<file path="config.mk">
export PLATFORM = sky130hd
export DESIGN_NAME = cts_supervisor
export DESIGN_NICKNAME = d
export VERILOG_FILES = /design/src/hw/cts_pkg.sv /design/src/hw/cts_log_if.sv /design/src/hw/cts_log_mem.sv /design/src/hw/cts_supervisor.sv
export SDC_FILE = /design/constraint.sdc
export NUM_CORES = 2
export LEC_CHECK = 0
export ABC_AREA = 1
export BUFFER_PORTS_ARGS = -buffer_cell sky130_fd_sc_hd__clkbuf_2
export CORE_MARGIN = 2
export CORE_UTILIZATION = 25
export DETAILED_ROUTE_END_ITERATION = 8
export PLACE_DENSITY = 0.39
export SKIP_CTS_REPAIR_TIMING = 1
export SYNTH_ARGS = -nofsm -noshare
export SYNTH_HDL_FRONTEND = slang
export SYNTH_SLANG_ARGS = --single-unit
</file>
<file path="constraint.sdc">
create_clock -name clk -period 20 [get_ports clk]
set_clock_uncertainty 0.05 [all_clocks]
set_input_delay 2 -clock clk [delete_from_list [all_inputs] [get_ports clk]]
set_output_delay 2 -clock clk [all_outputs]
set_load 0.05 [all_outputs]
</file>
<file path="src/hw/cts_pkg.sv">
/*
 * Shared constants and types of the current transformer supervisor:
 * measurement widths, ratio scaling, log depth, event flags and states.
 * Assumes magnitudes arrive in hundredths of nominal current.
 */
`default_nettype none

package cts_pkg;

    // =====================================================================
    // Measurement and setting widths
    // =====================================================================
    localparam int CTS_MAG_W = 16;          // Magnitudes in 0.01 x In steps
    localparam int CTS_PCT_W = 14;          // Ratios in 0.01 % steps
    localparam int CTS_TMR_W = 20;          // Delay in program cycles
    localparam int CTS_TS_W = 48;           // Millisecond time stamp
    localparam int CTS_SG_W = 3;            // Setting group number
    localparam int CTS_ID_W = 8;            // Event block identifier
    localparam int CTS_PROD_W = 32;         // Ratio cross-product width

    // =====================================================================
    // Reset values and defaults
    // =====================================================================
    localparam logic [CTS_PCT_W-1:0] CTS_PCT_FULL = 14'h2710;     // 100.00 %
    localparam logic [CTS_PCT_W-1:0] CTS_SEQ_RATIO_DFLT = 14'h1324; // 49.00 %
    localparam logic [CTS_ID_W-1:0] CTS_EVENT_BLOCK_DFLT = 8'h01;  // Arbitrary value
    localparam int CTS_BLOCK_MARGIN_MS = 5;  // Least lead of external blocking

    // =====================================================================
    // Operation log
    // =====================================================================
    localparam int CTS_LOG_DEPTH = 12;
    localparam int CTS_LOG_AW = 4;
    localparam logic [CTS_LOG_AW-1:0] CTS_LOG_LAST = 4'hB;

    // Event flag positions inside the event vector
    localparam int CTS_EV_ALARM_ON = 0;
    localparam int CTS_EV_ALARM_OFF = 1;
    localparam int CTS_EV_BLOCK_ON = 2;
    localparam int CTS_EV_BLOCK_OFF = 3;
    localparam int CTS_EV_W = 4;

    // Condition flag positions, also the fault type code in the log
    localparam int CTS_C_HIGH = 0;
    localparam int CTS_C_LOW = 1;
    localparam int CTS_C_RATIO = 2;
    localparam int CTS_C_SEQ = 3;
    localparam int CTS_C_RES = 4;
    localparam int CTS_COND_W = 5;

    // Log record: time, event flags, seven currents, remaining time, fault, group
    localparam int CTS_REC_W = CTS_TS_W + CTS_EV_W + 7 * CTS_MAG_W + CTS_TMR_W + CTS_COND_W + CTS_SG_W;

    typedef enum logic [3:0] {
        CTS_ST_IDLE = 4'h1,
        CTS_ST_TIMING = 4'h2,
        CTS_ST_ALARM = 4'h4,
        CTS_ST_BLOCKED = 4'h8
    } cts_state_t;

endpackage

`default_nettype wire

</file>
<file path="src/hw/cts_log_if.sv">
/*
 * Carrier between the supervisor and its operation log memory.
 * Assumes one clock shared by both ends.
 */
`default_nettype none

interface cts_log_if #(
    parameter int WIDTH = 8,
    parameter int AW = 4
);
    logic wr_en;
    logic [AW-1:0] wr_addr;
    logic [WIDTH-1:0] wr_data;
    logic [AW-1:0] rd_addr;
    logic [WIDTH-1:0] rd_data;

    modport writer (output wr_en, output wr_addr, output wr_data, output rd_addr, input rd_data);
    modport store (input wr_en, input wr_addr, input wr_data, input rd_addr, output rd_data);
endinterface

`default_nettype wire

</file>
<file path="src/hw/cts_log_mem.sv">
/*
 * Small record memory for the operation log, registered read port.
 * Assumes the writer keeps addresses below DEPTH.
 */
`default_nettype none

module cts_log_mem #(
    parameter int DEPTH = 12
)(
    input wire logic clk,
    cts_log_if.store port
);
    import cts_pkg::*;

    // =====================================================================
    // Storage
    // =====================================================================
    logic [$bits(port.wr_data)-1:0] mem [DEPTH];

    // Write side, no reset so it maps onto plain storage
    always_ff @(posedge clk)
    begin
        if (port.wr_en)
        begin
            mem[port.wr_addr] <= port.wr_data;
        end
    end

    // Read data always leaves through a register
    always_ff @(posedge clk)
    begin
        port.rd_data <= mem[port.rd_addr];
    end
endmodule

`default_nettype wire

</file>
<file path="src/hw/cts_supervisor.sv">
/*
 * Current transformer supervisor: pick-up gating, alarm delay, blocking,
 * status events with time stamps, cumulative counters and a twelve-entry log.
 * Assumes the measurement chain presents settled values at each cycle_tick
 * and supplies a running millisecond time stamp.
 */
`default_nettype none

module cts_supervisor #(
    parameter logic [cts_pkg::CTS_ID_W-1:0] EVENT_BLOCK_ID = cts_pkg::CTS_EVENT_BLOCK_DFLT,
    parameter int CNT_W = 16
)(
    input wire logic clk,
    input wire logic rst,
    input wire logic cycle_tick,
    input wire logic [cts_pkg::CTS_MAG_W-1:0] i_l1,
    input wire logic [cts_pkg::CTS_MAG_W-1:0] i_l2,
    input wire logic [cts_pkg::CTS_MAG_W-1:0] i_l3,
    input wire logic [cts_pkg::CTS_MAG_W-1:0] i_res_calc,
    input wire logic [cts_pkg::CTS_MAG_W-1:0] i_res_meas,
    input wire logic [cts_pkg::CTS_MAG_W-1:0] i_pos_seq,
    input wire logic [cts_pkg::CTS_MAG_W-1:0] i_neg_seq,
    input wire logic [cts_pkg::CTS_MAG_W-1:0] high_limit,
    input wire logic [cts_pkg::CTS_MAG_W-1:0] low_limit,
    input wire logic [cts_pkg::CTS_PCT_W-1:0] phase_ratio_limit,
    input wire logic [cts_pkg::CTS_PCT_W-1:0] sequence_ratio_limit,
    input wire logic [cts_pkg::CTS_MAG_W-1:0] sum_diff_limit,
    input wire logic [cts_pkg::CTS_TMR_W-1:0] alarm_delay,
    input wire logic residual_input_select,
    input wire logic block_in,
    input wire logic event_on_en,
    input wire logic event_off_en,
    input wire logic [cts_pkg::CTS_TS_W-1:0] time_stamp,
    input wire logic [cts_pkg::CTS_SG_W-1:0] setting_group,
    input wire logic counter_reset,
    input wire logic [cts_pkg::CTS_LOG_AW-1:0] log_rd_addr,
    output logic supervisor_alarm_active,
    output logic supervisor_blocked,
    output logic event_valid,
    output logic [cts_pkg::CTS_EV_W-1:0] event_flags,
    output logic [cts_pkg::CTS_ID_W-1:0] supervisor_event_block,
    output logic [cts_pkg::CTS_TS_W-1:0] event_time,
    output logic [CNT_W-1:0] alarm_count,
    output logic [CNT_W-1:0] block_count,
    output logic [cts_pkg::CTS_LOG_AW-1:0] log_newest,
    output logic [cts_pkg::CTS_LOG_AW-1:0] log_fill,
    output logic [cts_pkg::CTS_REC_W-1:0] log_rd_data
);
    import cts_pkg::*;

    // =====================================================================
    // Helpers
    // =====================================================================

    // True when num/den is below pct (hundredths of a percent)
    function automatic logic ratio_below(
        input logic [CTS_MAG_W-1:0] num,
        input logic [CTS_MAG_W-1:0] den,
        input logic [CTS_PCT_W-1:0] pct
    );
        logic [CTS_PROD_W-1:0] lhs;
        logic [CTS_PROD_W-1:0] rhs;
        lhs = CTS_PROD_W'(num) * CTS_PROD_W'(CTS_PCT_FULL);
        rhs = CTS_PROD_W'(den) * CTS_PROD_W'(pct);
        return lhs < rhs;
    endfunction

    // Saturating counter step with clear; an event in the clear cycle still counts
    function automatic logic [CNT_W-1:0] count_step(
        input logic [CNT_W-1:0] cur,
        input logic inc,
        input logic clr
    );
        logic [CNT_W-1:0] base;
        base = clr ? '0 : cur;
        if (inc && (base != {CNT_W{1'b1}}))
        begin
            base = base + CNT_W'(1);
        end
        return base;
    endfunction

    // =====================================================================
    // Condition flags
    // =====================================================================
    logic [CTS_MAG_W-1:0] i_min;
    logic [CTS_MAG_W-1:0] i_max;
    logic [CTS_MAG_W-1:0] res_diff;
    logic [CTS_COND_W-1:0] cond;
    logic pickup;

    // Smallest and largest phase magnitude
    always_comb
    begin
        i_min = i_l1;
        i_max = i_l1;
        if (i_l2 < i_min) i_min = i_l2;
        if (i_l3 < i_min) i_min = i_l3;
        if (i_l2 > i_max) i_max = i_l2;
        if (i_l3 > i_max) i_max = i_l3;
    end

    // Magnitude of calculated minus measured residual current
    assign res_diff = (i_res_calc > i_res_meas) ? i_res_calc - i_res_meas : i_res_meas - i_res_calc;

    // Independent flags, each true when its condition allows activation
    always_comb
    begin
        cond[CTS_C_HIGH] = (i_max <= high_limit);
        cond[CTS_C_LOW] = (i_max >= low_limit);
        cond[CTS_C_RATIO] = ratio_below(i_min, i_max, phase_ratio_limit);
        cond[CTS_C_SEQ] = !ratio_below(i_neg_seq, i_pos_seq, sequence_ratio_limit);
        cond[CTS_C_RES] = !residual_input_select || (res_diff >= sum_diff_limit);
    end

    // Pick-up is the AND of all flags; a disabled residual check reads as met
    assign pickup = &cond;

    // =====================================================================
    // Operating state and delay timer
    // =====================================================================
    cts_state_t state_r;
    cts_state_t state_nxt;
    logic [CTS_TMR_W-1:0] timer_r;
    logic [CTS_TMR_W-1:0] timer_nxt;

    // Next state is only taken on a program cycle; blocking is sampled then
    always_comb
    begin
        state_nxt = state_r;
        timer_nxt = timer_r;
        if (cycle_tick)
        begin
            if (!pickup)
            begin
                state_nxt = CTS_ST_IDLE;
                timer_nxt = '0;
            end
            else if (block_in)
            begin
                state_nxt = CTS_ST_BLOCKED;
                timer_nxt = '0;
            end
            else
            begin
                unique case (state_r)
                    CTS_ST_IDLE, CTS_ST_BLOCKED:
                    begin
                        if (alarm_delay == '0)
                        begin
                            state_nxt = CTS_ST_ALARM;
                        end
                        else
                        begin
                            state_nxt = CTS_ST_TIMING;
                            timer_nxt = alarm_delay - CTS_TMR_W'(1);
                        end
                    end
                    CTS_ST_TIMING:
                    begin
                        if (timer_r == '0)
                        begin
                            state_nxt = CTS_ST_ALARM;
                        end
                        else
                        begin
                            timer_nxt = timer_r - CTS_TMR_W'(1);
                        end
                    end
                    CTS_ST_ALARM: state_nxt = CTS_ST_ALARM;
                    default:
                    begin
                        state_nxt = CTS_ST_IDLE;
                        timer_nxt = '0;
                    end
                endcase
            end
        end
    end

    // State register
    always_ff @(posedge clk or posedge rst)
    begin
        if (rst)
        begin
            state_r <= CTS_ST_IDLE;
            timer_r <= '0;
        end
        else
        begin
            state_r <= state_nxt;
            timer_r <= timer_nxt;
        end
    end

    // Status outputs follow the state
    always_ff @(posedge clk or posedge rst)
    begin
        if (rst)
        begin
            supervisor_alarm_active <= 1'b0;
            supervisor_blocked <= 1'b0;
        end
        else
        begin
            supervisor_alarm_active <= (state_nxt == CTS_ST_ALARM);
            supervisor_blocked <= (state_nxt == CTS_ST_BLOCKED);
        end
    end

    // =====================================================================
    // Events
    // =====================================================================
    logic [CTS_EV_W-1:0] ev_raw;
    logic [CTS_EV_W-1:0] ev_sel;
    logic alarm_now;
    logic alarm_next;
    logic block_now;
    logic block_next;

    assign alarm_now = (state_r == CTS_ST_ALARM);
    assign alarm_next = (state_nxt == CTS_ST_ALARM);
    assign block_now = (state_r == CTS_ST_BLOCKED);
    assign block_next = (state_nxt == CTS_ST_BLOCKED);

    // Status changes; alarm off and block on may coincide
    always_comb
    begin
        ev_raw[CTS_EV_ALARM_ON] = alarm_next && !alarm_now;
        ev_raw[CTS_EV_ALARM_OFF] = alarm_now && !alarm_next;
        ev_raw[CTS_EV_BLOCK_ON] = block_next && !block_now;
        ev_raw[CTS_EV_BLOCK_OFF] = block_now && !block_next;
        ev_sel = ev_raw & {event_off_en, event_on_en, event_off_en, event_on_en};
    end

    // Event port: one-cycle pulse with flags, identifier and time stamp
    always_ff @(posedge clk or posedge rst)
    begin
        if (rst)
        begin
            event_valid <= 1'b0;
            event_flags <= '0;
            supervisor_event_block <= '0;
            event_time <= '0;
        end
        else
        begin
            event_valid <= |ev_sel;
            event_flags <= ev_sel;
            supervisor_event_block <= EVENT_BLOCK_ID;
            if (|ev_sel)
            begin
                event_time <= time_stamp;
            end
        end
    end

    // Cumulative counters of alarm and blocked events
    always_ff @(posedge clk or posedge rst)
    begin
        if (rst)
        begin
            alarm_count <= '0;
            block_count <= '0;
        end
        else
        begin
            alarm_count <= count_step(alarm_count, ev_raw[CTS_EV_ALARM_ON], counter_reset);
            block_count <= count_step(block_count, ev_raw[CTS_EV_BLOCK_ON], counter_reset);
        end
    end

    // =====================================================================
    // Operation log
    // =====================================================================
    cts_log_if #(.WIDTH(CTS_REC_W), .AW(CTS_LOG_AW)) log_bus ();
    logic [CTS_LOG_AW-1:0] wr_ptr_r;
    logic log_wr;

    assign log_wr = ev_raw[CTS_EV_ALARM_ON] || ev_raw[CTS_EV_BLOCK_ON];
    assign log_bus.wr_en = log_wr;
    assign log_bus.wr_addr = wr_ptr_r;
    assign log_bus.rd_addr = log_rd_addr;
    assign log_rd_data = log_bus.rd_data;

    // Record of the on event process data
    assign log_bus.wr_data = {time_stamp, ev_raw, i_l1, i_l2, i_l3, i_res_calc, i_res_meas,
                              i_pos_seq, i_neg_seq, timer_nxt, cond, setting_group};

    // Circular write pointer, newest index and fill level
    always_ff @(posedge clk or posedge rst)
    begin
        if (rst)
        begin
            wr_ptr_r <= '0;
            log_newest <= '0;
            log_fill <= '0;
        end
        else if (log_wr)
        begin
            wr_ptr_r <= (wr_ptr_r == CTS_LOG_LAST) ? '0 : wr_ptr_r + CTS_LOG_AW'(1);
            log_newest <= wr_ptr_r;
            if (log_fill != CTS_LOG_AW'(CTS_LOG_DEPTH))
            begin
                log_fill <= log_fill + CTS_LOG_AW'(1);
            end
        end
    end

    cts_log_mem #(.DEPTH(CTS_LOG_DEPTH)) u_log (
        .clk(clk),
        .port(log_bus.store)
    );
endmodule

`default_nettype wire

</file>
==> flow_summary.yaml <==
status:
  status: "completed"
yosys:
  syn_avg_cell_area_um2: 11.73
  synth.distinct_cells: 61
  ys.flop_type: "edfxtp_1"
  postSynthCellCount: 10500
  netlist_area_mm2: 0.1232
  synthArstFlopShare_pct: 4.733
  synth_warnings: 0
  synth-seq-cells: 2620
  synth-edff-count: 2304
  synth_seq_area_share_pct: 61.80
placement:
  portBuffers: 558
  pre_cts_ws_ns: 1.160
  gp_congestion: 0.8296
  place_hpwl_um: 296100
global_routing:
  grt_use_total_pct: 17.78
  gr-total-overflow: 0
  grt_pass1_wl_um: 644700
  antenna_found_initial: 115
  first_global_vias: 84250
  grt_start_max_net_pins: 174
timing:
  worst_slew_pin_slew_ns: 1.359
  grt_setup_unrepaired: "no"
  min_period_ns: 17.78
  fin_crit_sh_pct: 88.92
  setup_slack_ns: 2.216
  fmax_mhz: 56.23
  slew_headroom_pct: 8.474
  slew_viol_final: 0
  setup_viol: 0
  hold_viol: 0
  fin_tns_setup_ns: 0
critical_path:
  arrival_ns: 18.26
  crit_required_ns: 20.48
  cp-start-kind: "input pin"
  crit_top_cell: "nand2_1"
  worst_path_largest_cell_delay_ns: 1.07
  worstPathMaxFanout: 42
  crit_type: "input pin to register"
  cpMaxStageDelayCell: "o21ai_1"
  end_kind: "register"
detailed_routing:
  first_pass_iters: 7
  vias: 84360
  drc_errors: 0
  routedWlPerCell_um: 25.80
  routed_wl_um: 457900
  final_antenna_net_count: 0
  avgViaCountPerCell: 4.753
  drtIter0Drc: 6796
die:
  ios: 566
  dieWidth_um: 706.0
  start_util_pct: 25.12
  chipHeight_um: 706.0
  fp.dieArea_mm2: 0.4984
  core_mm2: 0.4904
  row_count: 257
finish:
  fin_nets: 12170
  area_growth_pct: 16.86
  drive_above_1_share_pct: 11.47
  final_common_cell: "edfxtp_1"
  fillCellCount: 50040
  layout_common_cells: "edfxtp_1, nor2_1, o21ai_0"
cts:
  tritoncts: "done"
  clkTransAtPathRegs_ns: 0.06
  ctsRootBufferMaster: "clkbuf_16"
  cts_buffer_depth: 4
  htree_levels: 5
  clk_latency_ns: 0.96
  numCtsBuffers: 310
  cts.sinks: 2620
job:
  max-cap-violations: 0
pwr:
  p_leak_uw: 0.05421
  irDropWorstVdd_mv: 0.5185
  p_per_area_mw_per_mm2: 166.6
  power.net_switching_uw: 9934
  internal-power_uw: 14050
  swShare_pct: 41.42
  combPwrFrac_pct: 49.8
  seq_power_share_pct: 26.8
  p_clk_share_pct: 23.5
hold_path:
  hold_class: "register to register"
## power groups by stage
stage | sequential [uW] | combinational (uW) | clock (uW)
finish | 6420 | 11900 | 5630
global route | 6440 | 13700 | 5980
CTS | 6420 | 12100 | 5790
detailed placement | 6540 | 12000 | 0
global placement | 6530 | 12000 | 0
floorplan | 6850 | 8320 | 0
## area by class of cell
| cell class | count | area [um2] | area share [%] |
|---|---|---|---|
| clock buffer | 424 | 8493 | 5.899 |
| tap | 6475 | 8102 | 5.627 |
| multi-input combinational | 6390 | 41590 | 28.89 |
| inverter | 915 | 3470 | 2.410 |
| sequential | 2620 | 76130 | 52.88 |
| antenna | 38 | 95.09 | 0.06605 |
| timing repair buffer | 744 | 4542 | 3.155 |
| clock inverter | 144 | 1545 | 1.073 |
## state kept, by name, summed over array words and instances (netlist names), 4 cells and up
name,cells
log_newest,4
log_fill,4
log_bus.wr_addr,4
event_time,48
alarm_count,16
block_count,16
event_flags,4
u_log.port.rd_data,192
state_r,4
timer_r,20
u_log.mem,2304
## cell families after synthesis
kind of cell    synth area share, %
simple gates                  8.832
flops                         61.80
compound gates                11.73
buf+inv                       4.622
fa+ha+maj                     11.79
xor+xnor                      1.123
mux                         0.08938
other cells                0.006096
## path summary, 6_finish.rpt
path | startpoint | endpoint | slack (ns) | cells after the start
worst min register to register | event_time[23]$_DFFE_PP0P_ | event_time[23]$_DFFE_PP0P_ | 0.43 | 2
worst max-delay path | i_l1[3] | u_log.mem[8][144]$_DFFE_PP_ | 2.22 | 67
worst min-delay path | event_time[23]$_DFFE_PP0P_ | event_time[23]$_DFFE_PP0P_ | 0.43 | 2
max in group asynchronous | rst | event_time[47]$_DFFE_PP0P_ | 16.88 | 4
min in group asynchronous | rst | alarm_count[1]$_DFF_PP0_ | 1.02 | 2
worst max register to register | state_r[0]$_DFF_PP1_ | u_log.mem[8][144]$_DFFE_PP_ | 14.19 | 18
## critical path, delay by kind of cell
kind                     cells  cell delay [ns]
AND/OR/NAND/NOR             34             5.17
adder cells (fa/ha/maj)     10             4.10
AO/OA/AOI/OAI               10             3.64
buffers and inverters       12             3.05
XOR/XNOR                     1             0.16
## routing by layer
| layer | track usage, % | share of wire, % | vias to the layer above |
|---|---|---|---|
| met2 | 29.15 | 47 | 2328 |
| met4 | 3.988 | 2.2 | 40 |
| met5 | 0 | 0.057 | - |
| met1 | 24.69 | 46 | 43450 |
| met3 | 2.810 | 5.3 | 500 |
| li1 | - | - | 38040 |
## synthesized netlist by cell type, types with 5 or more instances
cell	n	area, um2
a31o_2	41	359.1
a32o_1	8	80.08
nand2_2	12	75.07
a221o_1	37	370.4
xor2_1	95	832.1
o21bai_1	8	60.06
o22ai_1	347	2171
o21a_1	6	45.04
nand3_1	96	480.5
a21boi_0	6	45.04
a221oi_1	42	367.9
edfxtp_1	2304	69190
buf_2	11	55.05
nor3_1	48	240.2
a22oi_1	7	52.55
inv_2	5	18.77
clkinv_1	9	33.78
nor4_1	12	75.07
buf_4	8	60.06
o31ai_1	28	210.2
dfrtp_1	123	3078
fa_1	402	8048
xnor2_1	63	551.8
a31oi_1	36	225.2
nand2_1	1189	4463
nand4_1	29	181.4
o221ai_1	153	1340
ha_1	518	6481
o21ai_1	36	180.2
buf_1	32	120.1
nor2_1	1392	5225
clkbuf_1	525	1971
a21o_1	7	52.55
o21ai_0	1285	6431
dfxtp_1	192	3844
inv_1	901	3382
a211oi_1	25	187.7
a21oi_1	375	1877
mux2i_1	11	110.1
o211ai_1	40	300.3
## per-stage QoR
step	std cells	utilization, %	hold WS [ns]	area (um2)	power [uW]
after floorplan	10510	-	0.4768	123300	15170
after global placement	17140	27.29	0.4125	133800	18570
after detailed placement	17140	27.29	0.4190	133800	18560
after CTS	17710	29.34	0.4343	143900	24370
after global routing	17730	29.35	0.4490	143900	26150
final	17750	29.36	0.4346	144000	23980
Power figures use the tool's default switching activity.
